$ cat src/pcc_pkg.sv
// Package of constants and types for the clock-conditioning control block
package pcc_pkg;

  // ****************************************************
  // Clock and timing
  // ****************************************************
  localparam int CLK_FREQ_MHZ = 50;
  // Longest acquisition time from a cold start, microseconds
  localparam int ACQ_TIME_US = 80;
  // Whole cycles within the acquisition limit, rounded down
  localparam int ACQ_CYCLES = ACQ_TIME_US * CLK_FREQ_MHZ;
  localparam int ACQ_CNT_W = 13;

  // ****************************************************
  // Delay-line codes and their delay in picoseconds
  // ****************************************************
  localparam logic [1:0] DLY_CODE_NONE = 2'h0;
  localparam logic [1:0] DLY_CODE_SHORT = 2'h1;
  localparam logic [1:0] DLY_CODE_MID = 2'h2;
  localparam logic [1:0] DLY_CODE_LONG = 2'h3;
  localparam logic [12:0] DLY_NONE_PS = 13'h0000;
  localparam logic [12:0] DLY_SHORT_PS = 13'h00FA;
  localparam logic [12:0] DLY_MID_PS = 13'h01F4;
  localparam logic [12:0] DLY_LONG_PS = 13'h0FA0;

  // ****************************************************
  // Configuration word layout (divider fields hold value minus one)
  // ****************************************************
  localparam int CFG_W = 24;
  localparam int CFG_IN_DIV_LSB = 0;
  localparam int CFG_FB_DIV_LSB = 5;
  localparam int CFG_OUT_DIV_LSB = 12;
  localparam int CFG_PRI_DLY_LSB = 17;
  localparam int CFG_SEC_DLY_LSB = 19;
  localparam int CFG_BYPASS_BIT = 21;
  localparam int CFG_DLY_IN_FB_BIT = 22;
  localparam int CFG_FB_NETWORK_BIT = 23;
  localparam logic [CFG_W-1:0] NV_CONFIG_DEFAULT = 24'h000000;

  // ****************************************************
  // Register offsets and fields
  // ****************************************************
  localparam logic [7:0] REG_CTRL = 8'h00;
  localparam logic [7:0] REG_STATUS = 8'h04;
  localparam logic [7:0] REG_SHADOW = 8'h08;
  localparam logic [7:0] REG_ACTIVE = 8'h0C;
  localparam logic [7:0] REG_INT_STATUS = 8'h10;
  localparam logic [7:0] REG_INT_MASK = 8'h14;
  localparam int CTRL_DYN_EN_BIT = 0;
  localparam int CTRL_SRC_JTAG_BIT = 1;
  localparam int CTRL_APPLY_BIT = 2;
  localparam logic [1:0] CTRL_RESET = 2'h0;
  localparam int INT_LOCK_GAINED = 0;
  localparam int INT_LOCK_LOST = 1;
  localparam int INT_CFG_APPLIED = 2;
  localparam int INT_W = 3;
  localparam logic [INT_W-1:0] INT_RESET = 3'h0;
  localparam logic [1:0] RESP_OKAY = 2'h0;
  localparam logic [1:0] RESP_SLVERR = 2'h2;

  // Lock monitor states
  typedef enum {PCC_ACQUIRE, PCC_LOCKED} pcc_lock_state_t;

endpackage

$ cat src/pcc_clock_control.sv
// Digital control of a clock-conditioning PLL with an AXI4-Lite register file
//
// Contract
// - Two-bit delay selects: 0, 0.25, 0.5, 4 ns
// - Active-high lock output only when locked; pll_lock also sets once the acquisition limit expires without core phase lock
// - Hold lock while reference jitter is tolerable
// - Settings from fixed bits or dynamic bits
// - Dynamic bits shift serially, present in parallel
// - Shift register loaded by user or test port
// - Fout equals fin times fb over in*out
// - Bypass routes reference through output delay
// - Feedback-path delay makes output clock lead
// - Network feedback aligns phase for zero skew
// - Lock within 80 us after cold start
//
// The register addresses and the AXI4-Lite interface to the registers were decided locally.
module pcc_clock_control
  import pcc_pkg::*;
#(
  parameter int ACQ_LIMIT = ACQ_CYCLES,
  parameter logic [CFG_W-1:0] NV_CONFIG = NV_CONFIG_DEFAULT
)
(
  input wire logic aclk,
  input wire logic aresetn,
  input wire logic [7:0] s_axi_awaddr,
  input wire logic s_axi_awvalid,
  output logic s_axi_awready,
  input wire logic [31:0] s_axi_wdata,
  input wire logic [3:0] s_axi_wstrb,
  input wire logic s_axi_wvalid,
  output logic s_axi_wready,
  output logic [1:0] s_axi_bresp,
  output logic s_axi_bvalid,
  input wire logic s_axi_bready,
  input wire logic [7:0] s_axi_araddr,
  input wire logic s_axi_arvalid,
  output logic s_axi_arready,
  output logic [31:0] s_axi_rdata,
  output logic [1:0] s_axi_rresp,
  output logic s_axi_rvalid,
  input wire logic s_axi_rready,
  input wire logic user_cfg_sdi,
  input wire logic user_cfg_shift,
  input wire logic user_cfg_update,
  input wire logic jtag_cfg_sdi,
  input wire logic jtag_cfg_shift,
  input wire logic jtag_cfg_update,
  input wire logic ref_in_range,
  input wire logic ref_jitter_ok,
  input wire logic core_phase_locked,
  output logic pll_lock,
  output logic [4:0] input_div,
  output logic [6:0] feedback_div,
  output logic [4:0] output_div,
  output logic [1:0] primary_delay_select,
  output logic [1:0] secondary_delay_select,
  output logic [12:0] primary_delay_ps,
  output logic [12:0] secondary_delay_ps,
  output logic pll_bypass,
  output logic delay_in_feedback,
  output logic feedback_from_network,
  output logic [7:0] freq_mult,
  output logic [11:0] freq_div,
  output logic irq
);

  // ****************************************************
  // Declarations
  // ****************************************************
  logic aw_held, next_aw_held, w_held, next_w_held;
  logic [7:0] aw_addr, next_aw_addr;
  logic [31:0] w_data, next_w_data;
  logic [3:0] w_strb, next_w_strb;
  logic bvalid, next_bvalid, rvalid, next_rvalid;
  logic [1:0] bresp, next_bresp, rresp, next_rresp;
  logic [31:0] rdata, next_rdata;
  logic wr_fire;
  logic [1:0] ctrl, next_ctrl;
  logic apply_pulse, next_apply_pulse;
  logic [INT_W-1:0] int_status, next_int_status, int_mask, next_int_mask, int_event;
  logic [CFG_W-1:0] shadow, next_shadow, active, next_active, eff_cfg;
  logic dyn_loaded, next_dyn_loaded, cfg_update;
  pcc_lock_state_t lock_state, next_lock_state;
  logic [ACQ_CNT_W-1:0] acq_cnt, next_acq_cnt;
  logic lock_q, next_lock_q, ref_good;
  logic sel_sdi, sel_shift, sel_update;

  // Delay code to picoseconds
  // delay table
  function automatic logic [12:0] dly_ps(input logic [1:0] code);
    unique case (code)
      DLY_CODE_NONE: dly_ps = DLY_NONE_PS;
      DLY_CODE_SHORT: dly_ps = DLY_SHORT_PS;
      DLY_CODE_MID: dly_ps = DLY_MID_PS;
      DLY_CODE_LONG: dly_ps = DLY_LONG_PS;
    endcase
  endfunction

  // ****************************************************
  // AXI4-Lite slave
  // ****************************************************
  assign s_axi_awready = !aw_held && !bvalid;
  assign s_axi_wready = !w_held && !bvalid;
  assign s_axi_arready = !rvalid;
  assign s_axi_bvalid = bvalid;
  assign s_axi_bresp = bresp;
  assign s_axi_rvalid = rvalid;
  assign s_axi_rresp = rresp;
  assign s_axi_rdata = rdata;
  assign wr_fire = aw_held && w_held;

  // Address and data captured in either order, answered once both held
  always_comb
  begin
    next_aw_held = aw_held;
    next_aw_addr = aw_addr;
    next_w_held = w_held;
    next_w_data = w_data;
    next_w_strb = w_strb;
    next_bvalid = bvalid;
    next_bresp = bresp;
    if (s_axi_awvalid && s_axi_awready)
    begin
      next_aw_held = 1'b1;
      next_aw_addr = s_axi_awaddr;
    end
    if (s_axi_wvalid && s_axi_wready)
    begin
      next_w_held = 1'b1;
      next_w_data = s_axi_wdata;
      next_w_strb = s_axi_wstrb;
    end
    if (wr_fire)
    begin
      next_aw_held = 1'b0;
      next_w_held = 1'b0;
      next_bvalid = 1'b1;
      unique case (aw_addr)
        REG_CTRL, REG_STATUS, REG_SHADOW, REG_ACTIVE, REG_INT_STATUS, REG_INT_MASK:
          next_bresp = RESP_OKAY;
        default: next_bresp = RESP_SLVERR;
      endcase
    end
    else if (bvalid && s_axi_bready)
    begin
      next_bvalid = 1'b0;
    end
  end

  // Read decode, answered one cycle after the address is taken
  always_comb
  begin
    next_rvalid = rvalid;
    next_rdata = rdata;
    next_rresp = rresp;
    if (s_axi_arvalid && s_axi_arready)
    begin
      next_rvalid = 1'b1;
      next_rresp = RESP_OKAY;
      unique case (s_axi_araddr)
        REG_CTRL: next_rdata = {30'h00000000, ctrl};
        REG_STATUS: next_rdata = {29'h00000000, dyn_loaded,
                                  lock_state == PCC_ACQUIRE, lock_q};
        REG_SHADOW: next_rdata = {8'h00, shadow};
        REG_ACTIVE: next_rdata = {8'h00, eff_cfg};
        REG_INT_STATUS: next_rdata = {29'h00000000, int_status};
        REG_INT_MASK: next_rdata = {29'h00000000, int_mask};
        default:
        begin
          next_rdata = 32'h00000000;
          next_rresp = RESP_SLVERR;
        end
      endcase
    end
    else if (rvalid && s_axi_rready)
    begin
      next_rvalid = 1'b0;
    end
  end

  // Bus handshake registers
  always_ff @(posedge aclk)
  begin
    if (!aresetn)
    begin
      aw_held <= 1'b0;
      aw_addr <= 8'h00;
      w_held <= 1'b0;
      w_data <= 32'h00000000;
      w_strb <= 4'h0;
      bvalid <= 1'b0;
      bresp <= RESP_OKAY;
      rvalid <= 1'b0;
      rdata <= 32'h00000000;
      rresp <= RESP_OKAY;
    end
    else
    begin
      aw_held <= next_aw_held;
      aw_addr <= next_aw_addr;
      w_held <= next_w_held;
      w_data <= next_w_data;
      w_strb <= next_w_strb;
      bvalid <= next_bvalid;
      bresp <= next_bresp;
      rvalid <= next_rvalid;
      rdata <= next_rdata;
      rresp <= next_rresp;
    end
  end

  // ****************************************************
  // Control, interrupt status and mask
  // ****************************************************
  assign irq = |(int_status & int_mask);

  // Writes on byte lane 0; a new event wins over a clearing one
  always_comb
  begin
    next_ctrl = ctrl;
    next_int_mask = int_mask;
    next_apply_pulse = 1'b0;
    next_int_status = int_status;
    if (wr_fire && w_strb[0])
    begin
      if (aw_addr == REG_CTRL)
      begin
        next_ctrl = w_data[1:0];
        next_apply_pulse = w_data[CTRL_APPLY_BIT];
      end
      if (aw_addr == REG_INT_MASK)
        next_int_mask = w_data[INT_W-1:0];
      if (aw_addr == REG_INT_STATUS)
        next_int_status = int_status & ~w_data[INT_W-1:0];
    end
    next_int_status = next_int_status | int_event;
  end

  // Control registers
  always_ff @(posedge aclk)
  begin
    if (!aresetn)
    begin
      ctrl <= CTRL_RESET;
      int_mask <= INT_RESET;
      int_status <= INT_RESET;
      apply_pulse <= 1'b0;
    end
    else
    begin
      ctrl <= next_ctrl;
      int_mask <= next_int_mask;
      int_status <= next_int_status;
      apply_pulse <= next_apply_pulse;
    end
  end

  // ****************************************************
  // Configuration shift register
  // ****************************************************
  // source select
  assign sel_sdi = ctrl[CTRL_SRC_JTAG_BIT] ? jtag_cfg_sdi : user_cfg_sdi;
  assign sel_shift = ctrl[CTRL_SRC_JTAG_BIT] ? jtag_cfg_shift : user_cfg_shift;
  assign sel_update = ctrl[CTRL_SRC_JTAG_BIT] ? jtag_cfg_update : user_cfg_update;
  assign cfg_update = sel_update || apply_pulse;
  assign eff_cfg = (ctrl[CTRL_DYN_EN_BIT] && dyn_loaded) ? active : NV_CONFIG;

  always_comb
  begin
    next_shadow = shadow;
    next_active = active;
    next_dyn_loaded = dyn_loaded;
    if (sel_shift)
      next_shadow = {shadow[CFG_W-2:0], sel_sdi};
    if (cfg_update)
    begin
      next_active = shadow;
      next_dyn_loaded = 1'b1;
    end
  end

  // Shadow and active words
  always_ff @(posedge aclk)
  begin
    if (!aresetn)
    begin
      shadow <= NV_CONFIG_DEFAULT;
      active <= NV_CONFIG_DEFAULT;
      dyn_loaded <= 1'b0;
    end
    else
    begin
      shadow <= next_shadow;
      active <= next_active;
      dyn_loaded <= next_dyn_loaded;
    end
  end

  // ****************************************************
  // Lock monitor
  // ****************************************************
  // reference must be usable
  assign ref_good = ref_in_range && ref_jitter_ok;
  assign pll_lock = lock_q;
  assign int_event = {cfg_update, lock_q && !next_lock_q, !lock_q && next_lock_q};

  // Acquire until the core reports phase lock or the limit expires
  always_comb
  begin
    next_lock_state = lock_state;
    next_acq_cnt = acq_cnt;
    unique case (lock_state)
      PCC_ACQUIRE:
      begin
        if (!ref_good)
          next_acq_cnt = '0;
        else if (core_phase_locked || acq_cnt == ACQ_CNT_W'(ACQ_LIMIT - 1))
          next_lock_state = PCC_LOCKED;
        else
          next_acq_cnt = acq_cnt + 1'b1;
      end
      PCC_LOCKED:
      begin
        if (!ref_good)
          next_lock_state = PCC_ACQUIRE;
      end
    endcase
    if (cfg_update)
    begin
      next_lock_state = PCC_ACQUIRE;
      next_acq_cnt = '0;
    end
    if (next_lock_state == PCC_ACQUIRE && lock_state == PCC_LOCKED)
      next_acq_cnt = '0;
    next_lock_q = (next_lock_state == PCC_LOCKED);
  end

  // Lock state registers
  always_ff @(posedge aclk)
  begin
    if (!aresetn)
    begin
      lock_state <= PCC_ACQUIRE;
      acq_cnt <= '0;
      lock_q <= 1'b0;
    end
    else
    begin
      lock_state <= next_lock_state;
      acq_cnt <= next_acq_cnt;
      lock_q <= next_lock_q;
    end
  end

  // ****************************************************
  // Outputs to the analog core
  // ****************************************************
  // Decoded settings registered once per cycle
  always_ff @(posedge aclk)
  begin
    if (!aresetn)
    begin
      input_div <= 5'h00;
      feedback_div <= 7'h00;
      output_div <= 5'h00;
      primary_delay_select <= DLY_CODE_NONE;
      secondary_delay_select <= DLY_CODE_NONE;
      primary_delay_ps <= DLY_NONE_PS;
      secondary_delay_ps <= DLY_NONE_PS;
      pll_bypass <= 1'b0;
      delay_in_feedback <= 1'b0;
      feedback_from_network <= 1'b0;
      freq_mult <= 8'h01;
      freq_div <= 12'h001;
    end
    else
    begin
      input_div <= eff_cfg[CFG_IN_DIV_LSB +: 5];
      feedback_div <= eff_cfg[CFG_FB_DIV_LSB +: 7];
      output_div <= eff_cfg[CFG_OUT_DIV_LSB +: 5];
      primary_delay_select <= eff_cfg[CFG_PRI_DLY_LSB +: 2];
      secondary_delay_select <= eff_cfg[CFG_SEC_DLY_LSB +: 2];
      primary_delay_ps <= dly_ps(eff_cfg[CFG_PRI_DLY_LSB +: 2]);
      secondary_delay_ps <= dly_ps(eff_cfg[CFG_SEC_DLY_LSB +: 2]);
      pll_bypass <= eff_cfg[CFG_BYPASS_BIT];
      delay_in_feedback <= eff_cfg[CFG_DLY_IN_FB_BIT];
      feedback_from_network <= eff_cfg[CFG_FB_NETWORK_BIT];
      if (eff_cfg[CFG_BYPASS_BIT])
      begin
        freq_mult <= 8'h01;
        freq_div <= 12'h001;
      end
      else
      begin
        freq_mult <= {1'b0, eff_cfg[CFG_FB_DIV_LSB +: 7]} + 8'h01;
        freq_div <= ({7'h00, eff_cfg[CFG_IN_DIV_LSB +: 5]} + 12'h001)
                    * ({7'h00, eff_cfg[CFG_OUT_DIV_LSB +: 5]} + 12'h001);
      end
    end
  end

endmodule

$ cat config.mk
export PLATFORM = sky130hd
export DESIGN_NAME = pcc_clock_control
export DESIGN_NICKNAME = d
export VERILOG_FILES = /design/src/pcc_pkg.sv /design/src/pcc_clock_control.sv
export SDC_FILE = /design/constraint.sdc
export NUM_CORES = 1
export LEC_CHECK = 0
export BUFFER_PORTS_ARGS = -buffer_cell sky130_fd_sc_hd__buf_2
export CAP_MARGIN = 20
export CORE_ASPECT_RATIO = 1.2
export CORE_MARGIN = 2
export CORE_UTILIZATION = 50
export DETAILED_ROUTE_END_ITERATION = 12
export PLACE_DENSITY = 0.76
export REMOVE_ABC_BUFFERS = 1
export SYNTH_ARGS = -nofsm -noshare
export SYNTH_HDL_FRONTEND = slang
export SYNTH_SLANG_ARGS = --single-unit
$ cat constraint.sdc
create_clock -name aclk -period 4.3 [get_ports aclk]
set_clock_uncertainty 0.05 [all_clocks]
set_input_delay 0.43 -clock aclk [delete_from_list [all_inputs] [get_ports aclk]]
set_output_delay 0.43 -clock aclk [all_outputs]
set_load 0.01 [all_outputs]
==> summary.md, run 1 <==
The final wirelength came out at 20000 µm. The layout overhead on the synthesized area is 21.8%. The logs give 0 for the diode insertion count for antenna repair and 0 for the number of remaining DRC errors. Number of max-slew violations in the final report: 0. The number of hold buffers added after CTS was 0. Data arrives at the worst endpoint at 4450 ps. The worst reg2reg path endpoint is freq_div[10]$_SDFF_PP0_. At the later pin of the worst-skew pair, clock insertion delay measures 430 ps. Vertical die dimension: 149 µm. For the pin with the worst max-slew slack, the measured transition is 1030 ps.

Setup slack of the critical path after layout: 111 ps. Cell row count: 53. The congestion estimate from routability-driven global placement came to 0.874. For the cell count after placement, the log shows 1301.

The synthesized design devotes to its leading area cell type 45.7% of total area. Summing over every cut layer, the via total after detailed routing is 6925. The share of the cycle needed by the critical path after routing is 97.4%, and the hold violation total from the final report is 0.

Input and output buffers added on the ports amount to 134. The run gives 61.5% as the final core utilization. Area after detailed placement: 9680 µm².

The reg-to-reg critical path startpoint is ctrl[0]$_SDFFE_PN0P_. The post-route standard cell area excluding fillers is 10700 µm². The run finished with clean final reports. For the initial antenna violation count, the log shows 0. Category of the critical setup timing path: reg2reg. Yosys mapped a number of flops with a built-in enable equal to 0. The detailed router finished its first iteration with 353 violations. In the global route stage, overall resource usage came out at 21.1%. The setup slack at placement came out at -245 ps.

The tool flagged a number of max-cap violations equal to 0. The tools report the total congestion overflow after global routing as 0. The synthesized design contains 200 register bits.

Buffers inserted during clock tree synthesis total 17. In the final layout, the multi-input gates occupy 4580 µm². The analysis attributes to cell leakage a power of 4.69 nW. The number of warnings printed during yosys synthesis is 0. Global routing usage on met2: 37.0%. The count of nets left with antenna violations once routing finished came out at 0.

Clock tree synthesis selected as its root buffer the cell sky130_fd_sc_hd__clkbuf_16. Along the worst path, the maximum fanout reaches 4. After legalization and detailed placement, the total HPWL measured 13600 µm. Summing the sequential cell areas from Yosys gives 45.7% of the chip area.

Entering global routing, the biggest net connects 94 pins. The worst pin sits at a relative slew slack of 31.2%. Final layout net count: 1225.

In this run the worst setup path begins at ctrl[0]$_SDFFE_PN0P_. The minimum clock period after layout came out at 4190 ps. The tree built by TritonCTS fans out to 200 sinks. The tools report the count of final setup violators as 0.

Termination of the worst setup path: freq_div[10]$_SDFF_PP0_. STA classifies the critical path endpoint as a register. For met1 alone, demand over resource in global routing was 25.5%. Of the cells placed in the final design, the portion with a size suffix greater than 1 is 23.4%. The footprint of the flip-flops and latches is 4010 µm². The worst voltage drop across the vdd grid is 0.264 mV, and the number of standard cells in the layout, taps in and fillers out is 1341.

The most common cell in the synthesized netlist was sky130_fd_sc_hd__dfxtp_1. Yosys attributes the largest share of cell area to sky130_fd_sc_hd__dfxtp_1 46%, sky130_fd_sc_hd__nand2_1 7.5%, sky130_fd_sc_hd__a21boi_0 4.9%, sky130_fd_sc_hd__and2_1 4.6%, sky130_fd_sc_hd__ha_1 4.6%. The proportion of synthesized flip-flops having asynchronous set or reset was 0%; the total power density per cell area was 358 nW/µm². In the final routed layout, each cell accounts on average for 14.9 µm. Biggest area consumer among synthesized cells: sky130_fd_sc_hd__dfxtp_1. The tools report the total die area as 18600 µm². The filler cells instantiated in the layout total 1467. The initial utilization of the core area, before any placement, comes to 50.5%. The floorplan step defined a core boundary enclosing 17400 µm². Setup repair after global routing could not meet its margin everywhere. The length in cells of the worst reg-to-reg path came out at 20. The most common flop cell mapped by yosys is sky130_fd_sc_hd__dfxtp_1.

For the worst-case hold slack, the log shows 194 ps. The worst endpoint required time is 4560 ps. Launch point of the worst hold path: s_axi_arvalid.

The first global-routing pass estimated 31800 µm of wire. The met3 global-route usage came out at 5.34%. Based on the critical path, the design can be clocked at up to 239 MHz.

The H-tree was split into 4 levels. Across all register-to-register paths, the minimum setup slack is 110 ps. The class of the tightest hold or removal check was in2reg. Averaged over all synthesized cells, the footprint is 9.02 µm².

Clock transition at the registers of the reported paths: 70 ps. The detail-routed via count per cell is 5.16. After synthesis, the netlist uses 54 different library cells. The busiest metal layer after global routing is met2.

The synthesized netlist occupies a cell area of 8770 µm². TritonCTS built the clock tree. The via count of the first global-routing pass was 6578. The type of origin of the critical path is a register. Counting along the longest clock path gives a buffer depth of 2. Die extent in x: 125 µm. The cell count after synthesis was 972. The tools report the top-level I/O count as 181.

For the count of TritonRoute iterations in the first routing pass, the log shows 5. After synthesis, the most frequently instantiated cells are 200 x sky130_fd_sc_hd__dfxtp_1, 175 x sky130_fd_sc_hd__nand2_1, 65 x sky130_fd_sc_hd__and2_1, 58 x sky130_fd_sc_hd__nor2_1, 57 x sky130_fd_sc_hd__a21boi_0.
-- flip-flops by register name, indices dropped and copies added (netlist names), 6 cells and up --
signal and count:
aw_addr 8, s_axi_rdata 24, freq_mult 8, feedback_div 7
freq_div 12, primary_delay_ps 6, lock_state 32, active 24
acq_cnt 13, secondary_delay_ps 6, shadow 24
-- power breakdown --
group	switching, mW	internal, mW	total, mW
Combinational	0.0970	0.0593	0.156
Sequential	0.0157	1.87	1.88
Clock	0.738	1.05	1.79
-- metal layers --
metal  wire, µm  part of all wire, %  vias to the layer above
li1           -                    -                     3448
met1       8430                   42                     3260
met2       9980                   50                      187
met3       1130                  5.7                       30
met4        415                  2.1                        0
met5          0                    0                        -
-- cell usage in the layout, fill, tap and decap left out, types with 6 or more instances in the layout --
cell                        count
sky130_fd_sc_hd__a21boi_0      57
sky130_fd_sc_hd__a21oi_1        8
sky130_fd_sc_hd__a22oi_1       14
sky130_fd_sc_hd__and2_1        65
sky130_fd_sc_hd__and3_1        29
sky130_fd_sc_hd__buf_2        133
sky130_fd_sc_hd__buf_4         42
sky130_fd_sc_hd__clkbuf_16     17
sky130_fd_sc_hd__conb_1        14
sky130_fd_sc_hd__dfxtp_1      198
sky130_fd_sc_hd__fa_1          17
sky130_fd_sc_hd__ha_1          26
sky130_fd_sc_hd__ha_4           6
sky130_fd_sc_hd__inv_1         29
sky130_fd_sc_hd__mux2i_1       20
sky130_fd_sc_hd__nand2_1      173
sky130_fd_sc_hd__nand2b_1       6
sky130_fd_sc_hd__nand3_1       16
sky130_fd_sc_hd__nand4_1        8
sky130_fd_sc_hd__nor2_1        54
sky130_fd_sc_hd__nor2b_1       22
sky130_fd_sc_hd__nor3_1        14
sky130_fd_sc_hd__nor4_1         8
sky130_fd_sc_hd__o21ai_0       25
sky130_fd_sc_hd__xor2_1        22
-- logic make-up (layout without fill, tap and decap cells) --
group                    count (synthesis)  after routing  share of synthesized area, %
AO/OA/AOI/OAI                          134            134                          10.6
other                                    1             14                        0.0428
buffers and inverters                  109            245                          5.79
multiplexers                            24             24                          2.91
adder cells (fa/ha/maj)                 49             49                          8.45
XOR/XNOR                                27             27                          2.70
flip-flops                             200            200                          45.7
AND/OR/NAND/NOR                        428            428                          23.8
-- layout make-up --
cell class | count | share of cell area, %
inverter | 34 | 1.19
tap | 220 | 2.58
clock buffer | 17 | 3.98
sequential | 200 | 37.5
timing repair buffer | 179 | 9.61
multi-input combinational | 676 | 42.9
clock inverter | 15 | 2.27
-- how the worst min path moves through the flow --
stage	end	slack, ps	cells after the start
after global routing	aw_addr[3]$_SDFFE_PN0P_	180	3
after detailed placement	lock_state[14]$_SDFF_PN0_	390	1
after CTS	aw_addr[4]$_SDFFE_PN0P_	180	3
final	s_axi_rvalid$_SDFFE_PN0P_	190	2
after floorplan	lock_state[10]$_SDFF_PN0_	380	1
after global placement	s_axi_rdata[1]$_SDFFE_PN0P_	380	2
-- worst max-delay path, stage by stage (launching register included) --
cell	delay, ps
sky130_fd_sc_hd__dfxtp_2	360
sky130_fd_sc_hd__buf_6	110
sky130_fd_sc_hd__and3_4	210
sky130_fd_sc_hd__ha_4	160
sky130_fd_sc_hd__nand3_4	90
sky130_fd_sc_hd__xor2_4	190
sky130_fd_sc_hd__buf_6	140
sky130_fd_sc_hd__nor2_4	90
sky130_fd_sc_hd__nand2_2	70
sky130_fd_sc_hd__fa_1	520
sky130_fd_sc_hd__inv_2	50
sky130_fd_sc_hd__fa_1	470
sky130_fd_sc_hd__inv_1	50
sky130_fd_sc_hd__fa_1	480
sky130_fd_sc_hd__inv_2	50
sky130_fd_sc_hd__ha_4	230
sky130_fd_sc_hd__o21a_1	100
sky130_fd_sc_hd__o31a_1	130
sky130_fd_sc_hd__o41ai_2	270
sky130_fd_sc_hd__xor2_1	190
sky130_fd_sc_hd__nor2_1	50
-- repair_timing --
item | 4_1_cts | 5_1_grt
hold endpoints to repair | 0 | 0
setup endpoints to repair | 3 | 4
pin swaps | 24 | 18
gates resized for setup | 39 | 16
buffers inserted | 6 | 2
-- per-stage QoR --
stage | power (mW) | setup TNS (ps)
after detailed placement | 2.08 | -453
final | 3.83 | 0
after global placement | 2.08 | -173
after floorplan | 2.00 | -2670
after CTS | 3.84 | 0
after global routing | 3.94 | -174
(Power assumes the default switching activity.)
==> run 2, diff against run 1 <==
--- a/config.mk
+++ b/config.mk
@@ -5,14 +5,16 @@
 export SDC_FILE = /design/constraint.sdc
 export NUM_CORES = 1
 export LEC_CHECK = 0
+export ABC_AREA = 1
 export BUFFER_PORTS_ARGS = -buffer_cell sky130_fd_sc_hd__buf_2
 export CAP_MARGIN = 20
 export CORE_ASPECT_RATIO = 1.2
 export CORE_MARGIN = 2
 export CORE_UTILIZATION = 50
 export DETAILED_ROUTE_END_ITERATION = 12
-export PLACE_DENSITY = 0.76
+export PLACE_DENSITY = 0.75
 export REMOVE_ABC_BUFFERS = 1
+export SLEW_MARGIN = 20
 export SYNTH_ARGS = -nofsm -noshare
 export SYNTH_HDL_FRONTEND = slang
 export SYNTH_SLANG_ARGS = --single-unit
==> summary.md, run 2 <==
The run finished with clean final reports. Setup repair after global routing could not meet its margin everywhere. The library cell used most frequently in the layout, excluding fill and tap cells, is sky130_fd_sc_hd__dfxtp_1.

The vertical die dimension was 152 µm (+2.0%). The leakage power figure came out at 4.93 nW (+5.2%). The number of H-tree branching levels came out at 4 (unchanged). The worst hold path belongs to the class in2reg. The cell count after synthesis is 1205 (+24%). The pin count of the biggest net entering global routing was 60 (-36%); the layout overhead on the synthesized area was 20.9%.

The number of max-slew violations in the final report was 0 (unchanged). For the data arrival time of the critical path, the log shows 4610 ps (+160 ps). By count the netlist is led by 200 x sky130_fd_sc_hd__dfxtp_1, 173 x sky130_fd_sc_hd__nand2_1, 172 x sky130_fd_sc_hd__inv_1, 171 x sky130_fd_sc_hd__nor2_1, 109 x sky130_fd_sc_hd__a21oi_1. TritonCTS built the clock tree. The flip-flop count of the largest register, all copies and words added is 32 (unchanged), and the TritonCTS buffer count is 17 (unchanged).

The run gives 0 (unchanged) as the diode insertion count for antenna repair. The library cells used most frequently in the layout, excluding fill and tap cells, are 198 x sky130_fd_sc_hd__dfxtp_1, 169 x sky130_fd_sc_hd__nand2_1, 167 x sky130_fd_sc_hd__inv_1. The run gives 54 (+1.9%) as the cell row count. Critical path's top delay family: adder cells. The worst hold path terminates at aw_addr[7]$_SDFFE_PN0P_. Among all cell types in the netlist, the one instantiated most often is sky130_fd_sc_hd__dfxtp_1. The share of the cycle needed by the critical path after routing is 99.8% (+2.4 points). The length in cells of the worst reg-to-reg path is 24 (+20%).

Average wire length per cell after detail routing: 13.5 µm (-9.2%). The count of hold buffers inserted by post-cts repair was 0 (unchanged); the number of flops mapped to enable cells by yosys was 0 (unchanged). The global-route wire length before repair came out at 35400 µm (+11%). The category of the critical setup timing path was reg2reg. The maximum net fanout on the critical path came out at 5 (+1). The post-synthesis cell area was 9130 µm² (+4.2%); the via count of the first global-routing pass was 7627 (+16%). The synthesis-stage register bit count was 200 (unchanged); the cell count after placement was 1557 (+20%). The tools report the type of origin of the critical path as a register. The startpoint identified for the worst register-to-register timing path is ctrl[0]$_SDFFE_PN0P_.

The peak clock frequency supported by timing was 233 MHz (-2.4%). The peak per-stage delay on the critical path was 570 ps (+50 ps). The tools report the via count of the routed design as 8125 (+17%). The proportion of synthesized flip-flops having asynchronous set or reset came out at 0% (unchanged). The detail-routed via count per cell works out to 5.08 (-1.5%).

The post-route standard cell area excluding fillers is 11000 µm² (+3.3%). The count of maximum capacitance violations is 0 (unchanged). The tools report the number of standard cells in the layout, taps in and fillers out as 1598 (+19%). The run gives 0.868 (-0.72%) as the final estimated routing congestion in global placement.

The run gives 0 (unchanged) as the initial antenna violation count. The critical path goes through nand2_4, buf_6, nor2_4, ha_4, nand4_1, xor2_2, nor2_2, fa_1, inv_2, fa_1, fa_1, inv_2, ha_4, nand3_2, nand2_2, nand2_1, nand2_1, a21oi_2, nor2_1, nor2_1, nor2_1, nor2_1, or2_4, a21oi_2. The most common flop cell mapped by yosys was sky130_fd_sc_hd__dfxtp_1.

The highest-delay cell along the critical path is sky130_fd_sc_hd__fa_1. The tools report the half-perimeter wire length after placement as 15000 µm (+10%). Counting flops per register, the top entry is lock_state.

The run gives 1641 (+12%) as the count of fill cells added during filler insertion. The worst-case register-to-register setup slack was 8 ps (-100 ps); the hold violation total from the final report was 0 (unchanged). The final wirelength is 21600 µm (+8.2%).

The top-level I/O count is 181 (unchanged). Total die area: 19400 µm² (+4.0%). The aggregate global-route resource usage was 22.3% (+1.2 points); the number of buffer cells added on primary ports was 134 (unchanged).

The run gives 0 (unchanged) as the post-detailed-route count of antenna-violating nets. The tools report the root buffer selected by CTS as sky130_fd_sc_hd__clkbuf_16. The area after detailed placement was 10200 µm² (+4.9%); the number of buffers on the longest clock path was 2 (unchanged). The share of the synthesized area in the top cell type was 43.8% (-1.8 points); the share of the yosys chip area belonging to registers was 43.8% (-1.8 points). The number of remaining DRC errors was 0 (unchanged); the cell count of the worst hold path was 3 (+1).

The run gives 440 ps (about the same) as the clock latency at the later pin of the worst-skew pair. The critical path capture point type was a register. The worst hold path begins at s_axi_awaddr[7]. The proportion of layout cells with a drive suffix above 1 works out to 22.1% (-1.3 points). The total power density per cell area is 345 nW/µm² (-3.8%). The number of cells on the critical path works out to 24 (+20%). The logs give 18000 µm² (+3.8%) for the total core area and 0 (unchanged) for the total congestion overflow after global routing. The run gives 50.6% (+0.16 points) as the initial cell density of the core. The buffers plus inverters on the worst setup path works out to 3 (-2).

Worst endpoint required time: 4620 ps (+60 ps). The minimum clock period after layout was 4290 ps (+103 ps); the final layout net count was 1478 (+21%). The tools report the count of TritonRoute iterations in the first routing pass as 5 (unchanged). The clock transition at the registers of the reported paths is 80 ps (about the same).

The worst reg2reg path endpoint was freq_div[10]$_SDFF_PP0_. The tools report the count of final setup violators as 0 (unchanged). The count of routing violations after the opening detailed-route iteration came out at 450 (+27%). The number of distinct library cell variants in the gate-level netlist after synthesis is 48 (-11%), and the total number of clock tree sinks is 200 (unchanged). Yosys attributes the largest share of cell area to sky130_fd_sc_hd__dfxtp_1 44%, sky130_fd_sc_hd__nand2_1 7.1%, sky130_fd_sc_hd__inv_1 7.1%, sky130_fd_sc_hd__nor2_1 7.0%, sky130_fd_sc_hd__a21oi_1 6.0%. The average size of a mapped cell was 7.58 µm² (-16%).

For the headroom to the max-slew limit, the log shows 39.6% (+8.4 points). The worst voltage drop across the vdd grid is 0.285 mV (+7.8%), and the die extent in x is 127 µm (+2.0%). The actual transition at the worst max-transition pin came out at 901 ps (-131 ps). The tools report the number of warnings printed during yosys synthesis as 0 (unchanged). Biggest area consumer among synthesized cells: sky130_fd_sc_hd__dfxtp_1. Counting stages on the worst path, the most repeated cell is sky130_fd_sc_hd__nor2_1.
run 2: tightest hold or removal path: cells and delay by family:
family | cells | cell delay, ps
AO/OA/AOI/OAI | 1 | 70
buffers and inverters | 1 | 70
AND/OR/NAND/NOR | 1 | 80
run 2: how the worst max path moves through the flow:
stage / startpoint / endpoint
after floorplan: ctrl[0]$_SDFFE_PN0P_ / freq_div[11]$_SDFF_PP0_
after global placement: ctrl[0]$_SDFFE_PN0P_ / freq_div[11]$_SDFF_PP0_
after detailed placement: ctrl[0]$_SDFFE_PN0P_ / freq_div[11]$_SDFF_PP0_
after CTS: dyn_loaded$_SDFFE_PN0N_ / freq_div[10]$_SDFF_PP0_
after global routing: ctrl[0]$_SDFFE_PN0P_ / freq_div[11]$_SDFF_PP0_
final: ctrl[0]$_SDFFE_PN0P_ / freq_div[10]$_SDFF_PP0_
run 2: repair_timing:
item,CTS,global route
gates resized for setup,27,22
buffers inserted,4,3
gates cloned,0,0
endpoints found under the setup margin,4,4
pin swaps,11,16
run 2: cell families after synthesis:
group	synth area share, %
AOI/OAI and AO/OA	14.3
adders and majority gates	8.11
other	0.0411
buffers and inverters	11.7
and+or+nand+nor	20.7
xor gates and xnor gates	1.34
DFF	43.8
run 2: where the power goes:
group	switching (mW)	internal, mW	leakage [nW]
registers	0.0282	1.90	1.63
logic	0.166	0.0689	3.01
clock network	0.753	0.887	0.293
run 2: area by class of cell:
cell class,instances,area [µm²],area share [%]
clock buffer,18,429,3.89
sequential,200,4010,36.3
inverter,182,686,6.21
timing repair buffer,196,1150,10.4
clock inverter,14,185,1.68
multi-input combinational,764,4300,38.9
tap,224,280,2.54
run 2: through the flow:
stage / total power, mW / utilization [%] / setup slack [ps] / TNS, ps / hold WS (ps)
finish: 3.80 / 61.2 / 8.33 / 0 / 191
global route: 3.93 / 61.2 / -253 / -469 / 195
CTS: 3.83 / 60.5 / 1.39 / 0 / 178
detailed placement: 2.19 / 56.3 / -341 / -883 / 388
global placement: 2.19 / 56.3 / -188 / -367 / 385
floorplan: 2.10 / - / -456 / -900 / 377
run 2: layer usage:
metal	global-route usage (%)	routed length, µm	up-vias
met5	0	0	-
met4	8.27	421	0
met3	4.58	1160	35
met2	37.7	10600	235
met1	28.0	9400	3747
li1	-	-	4108
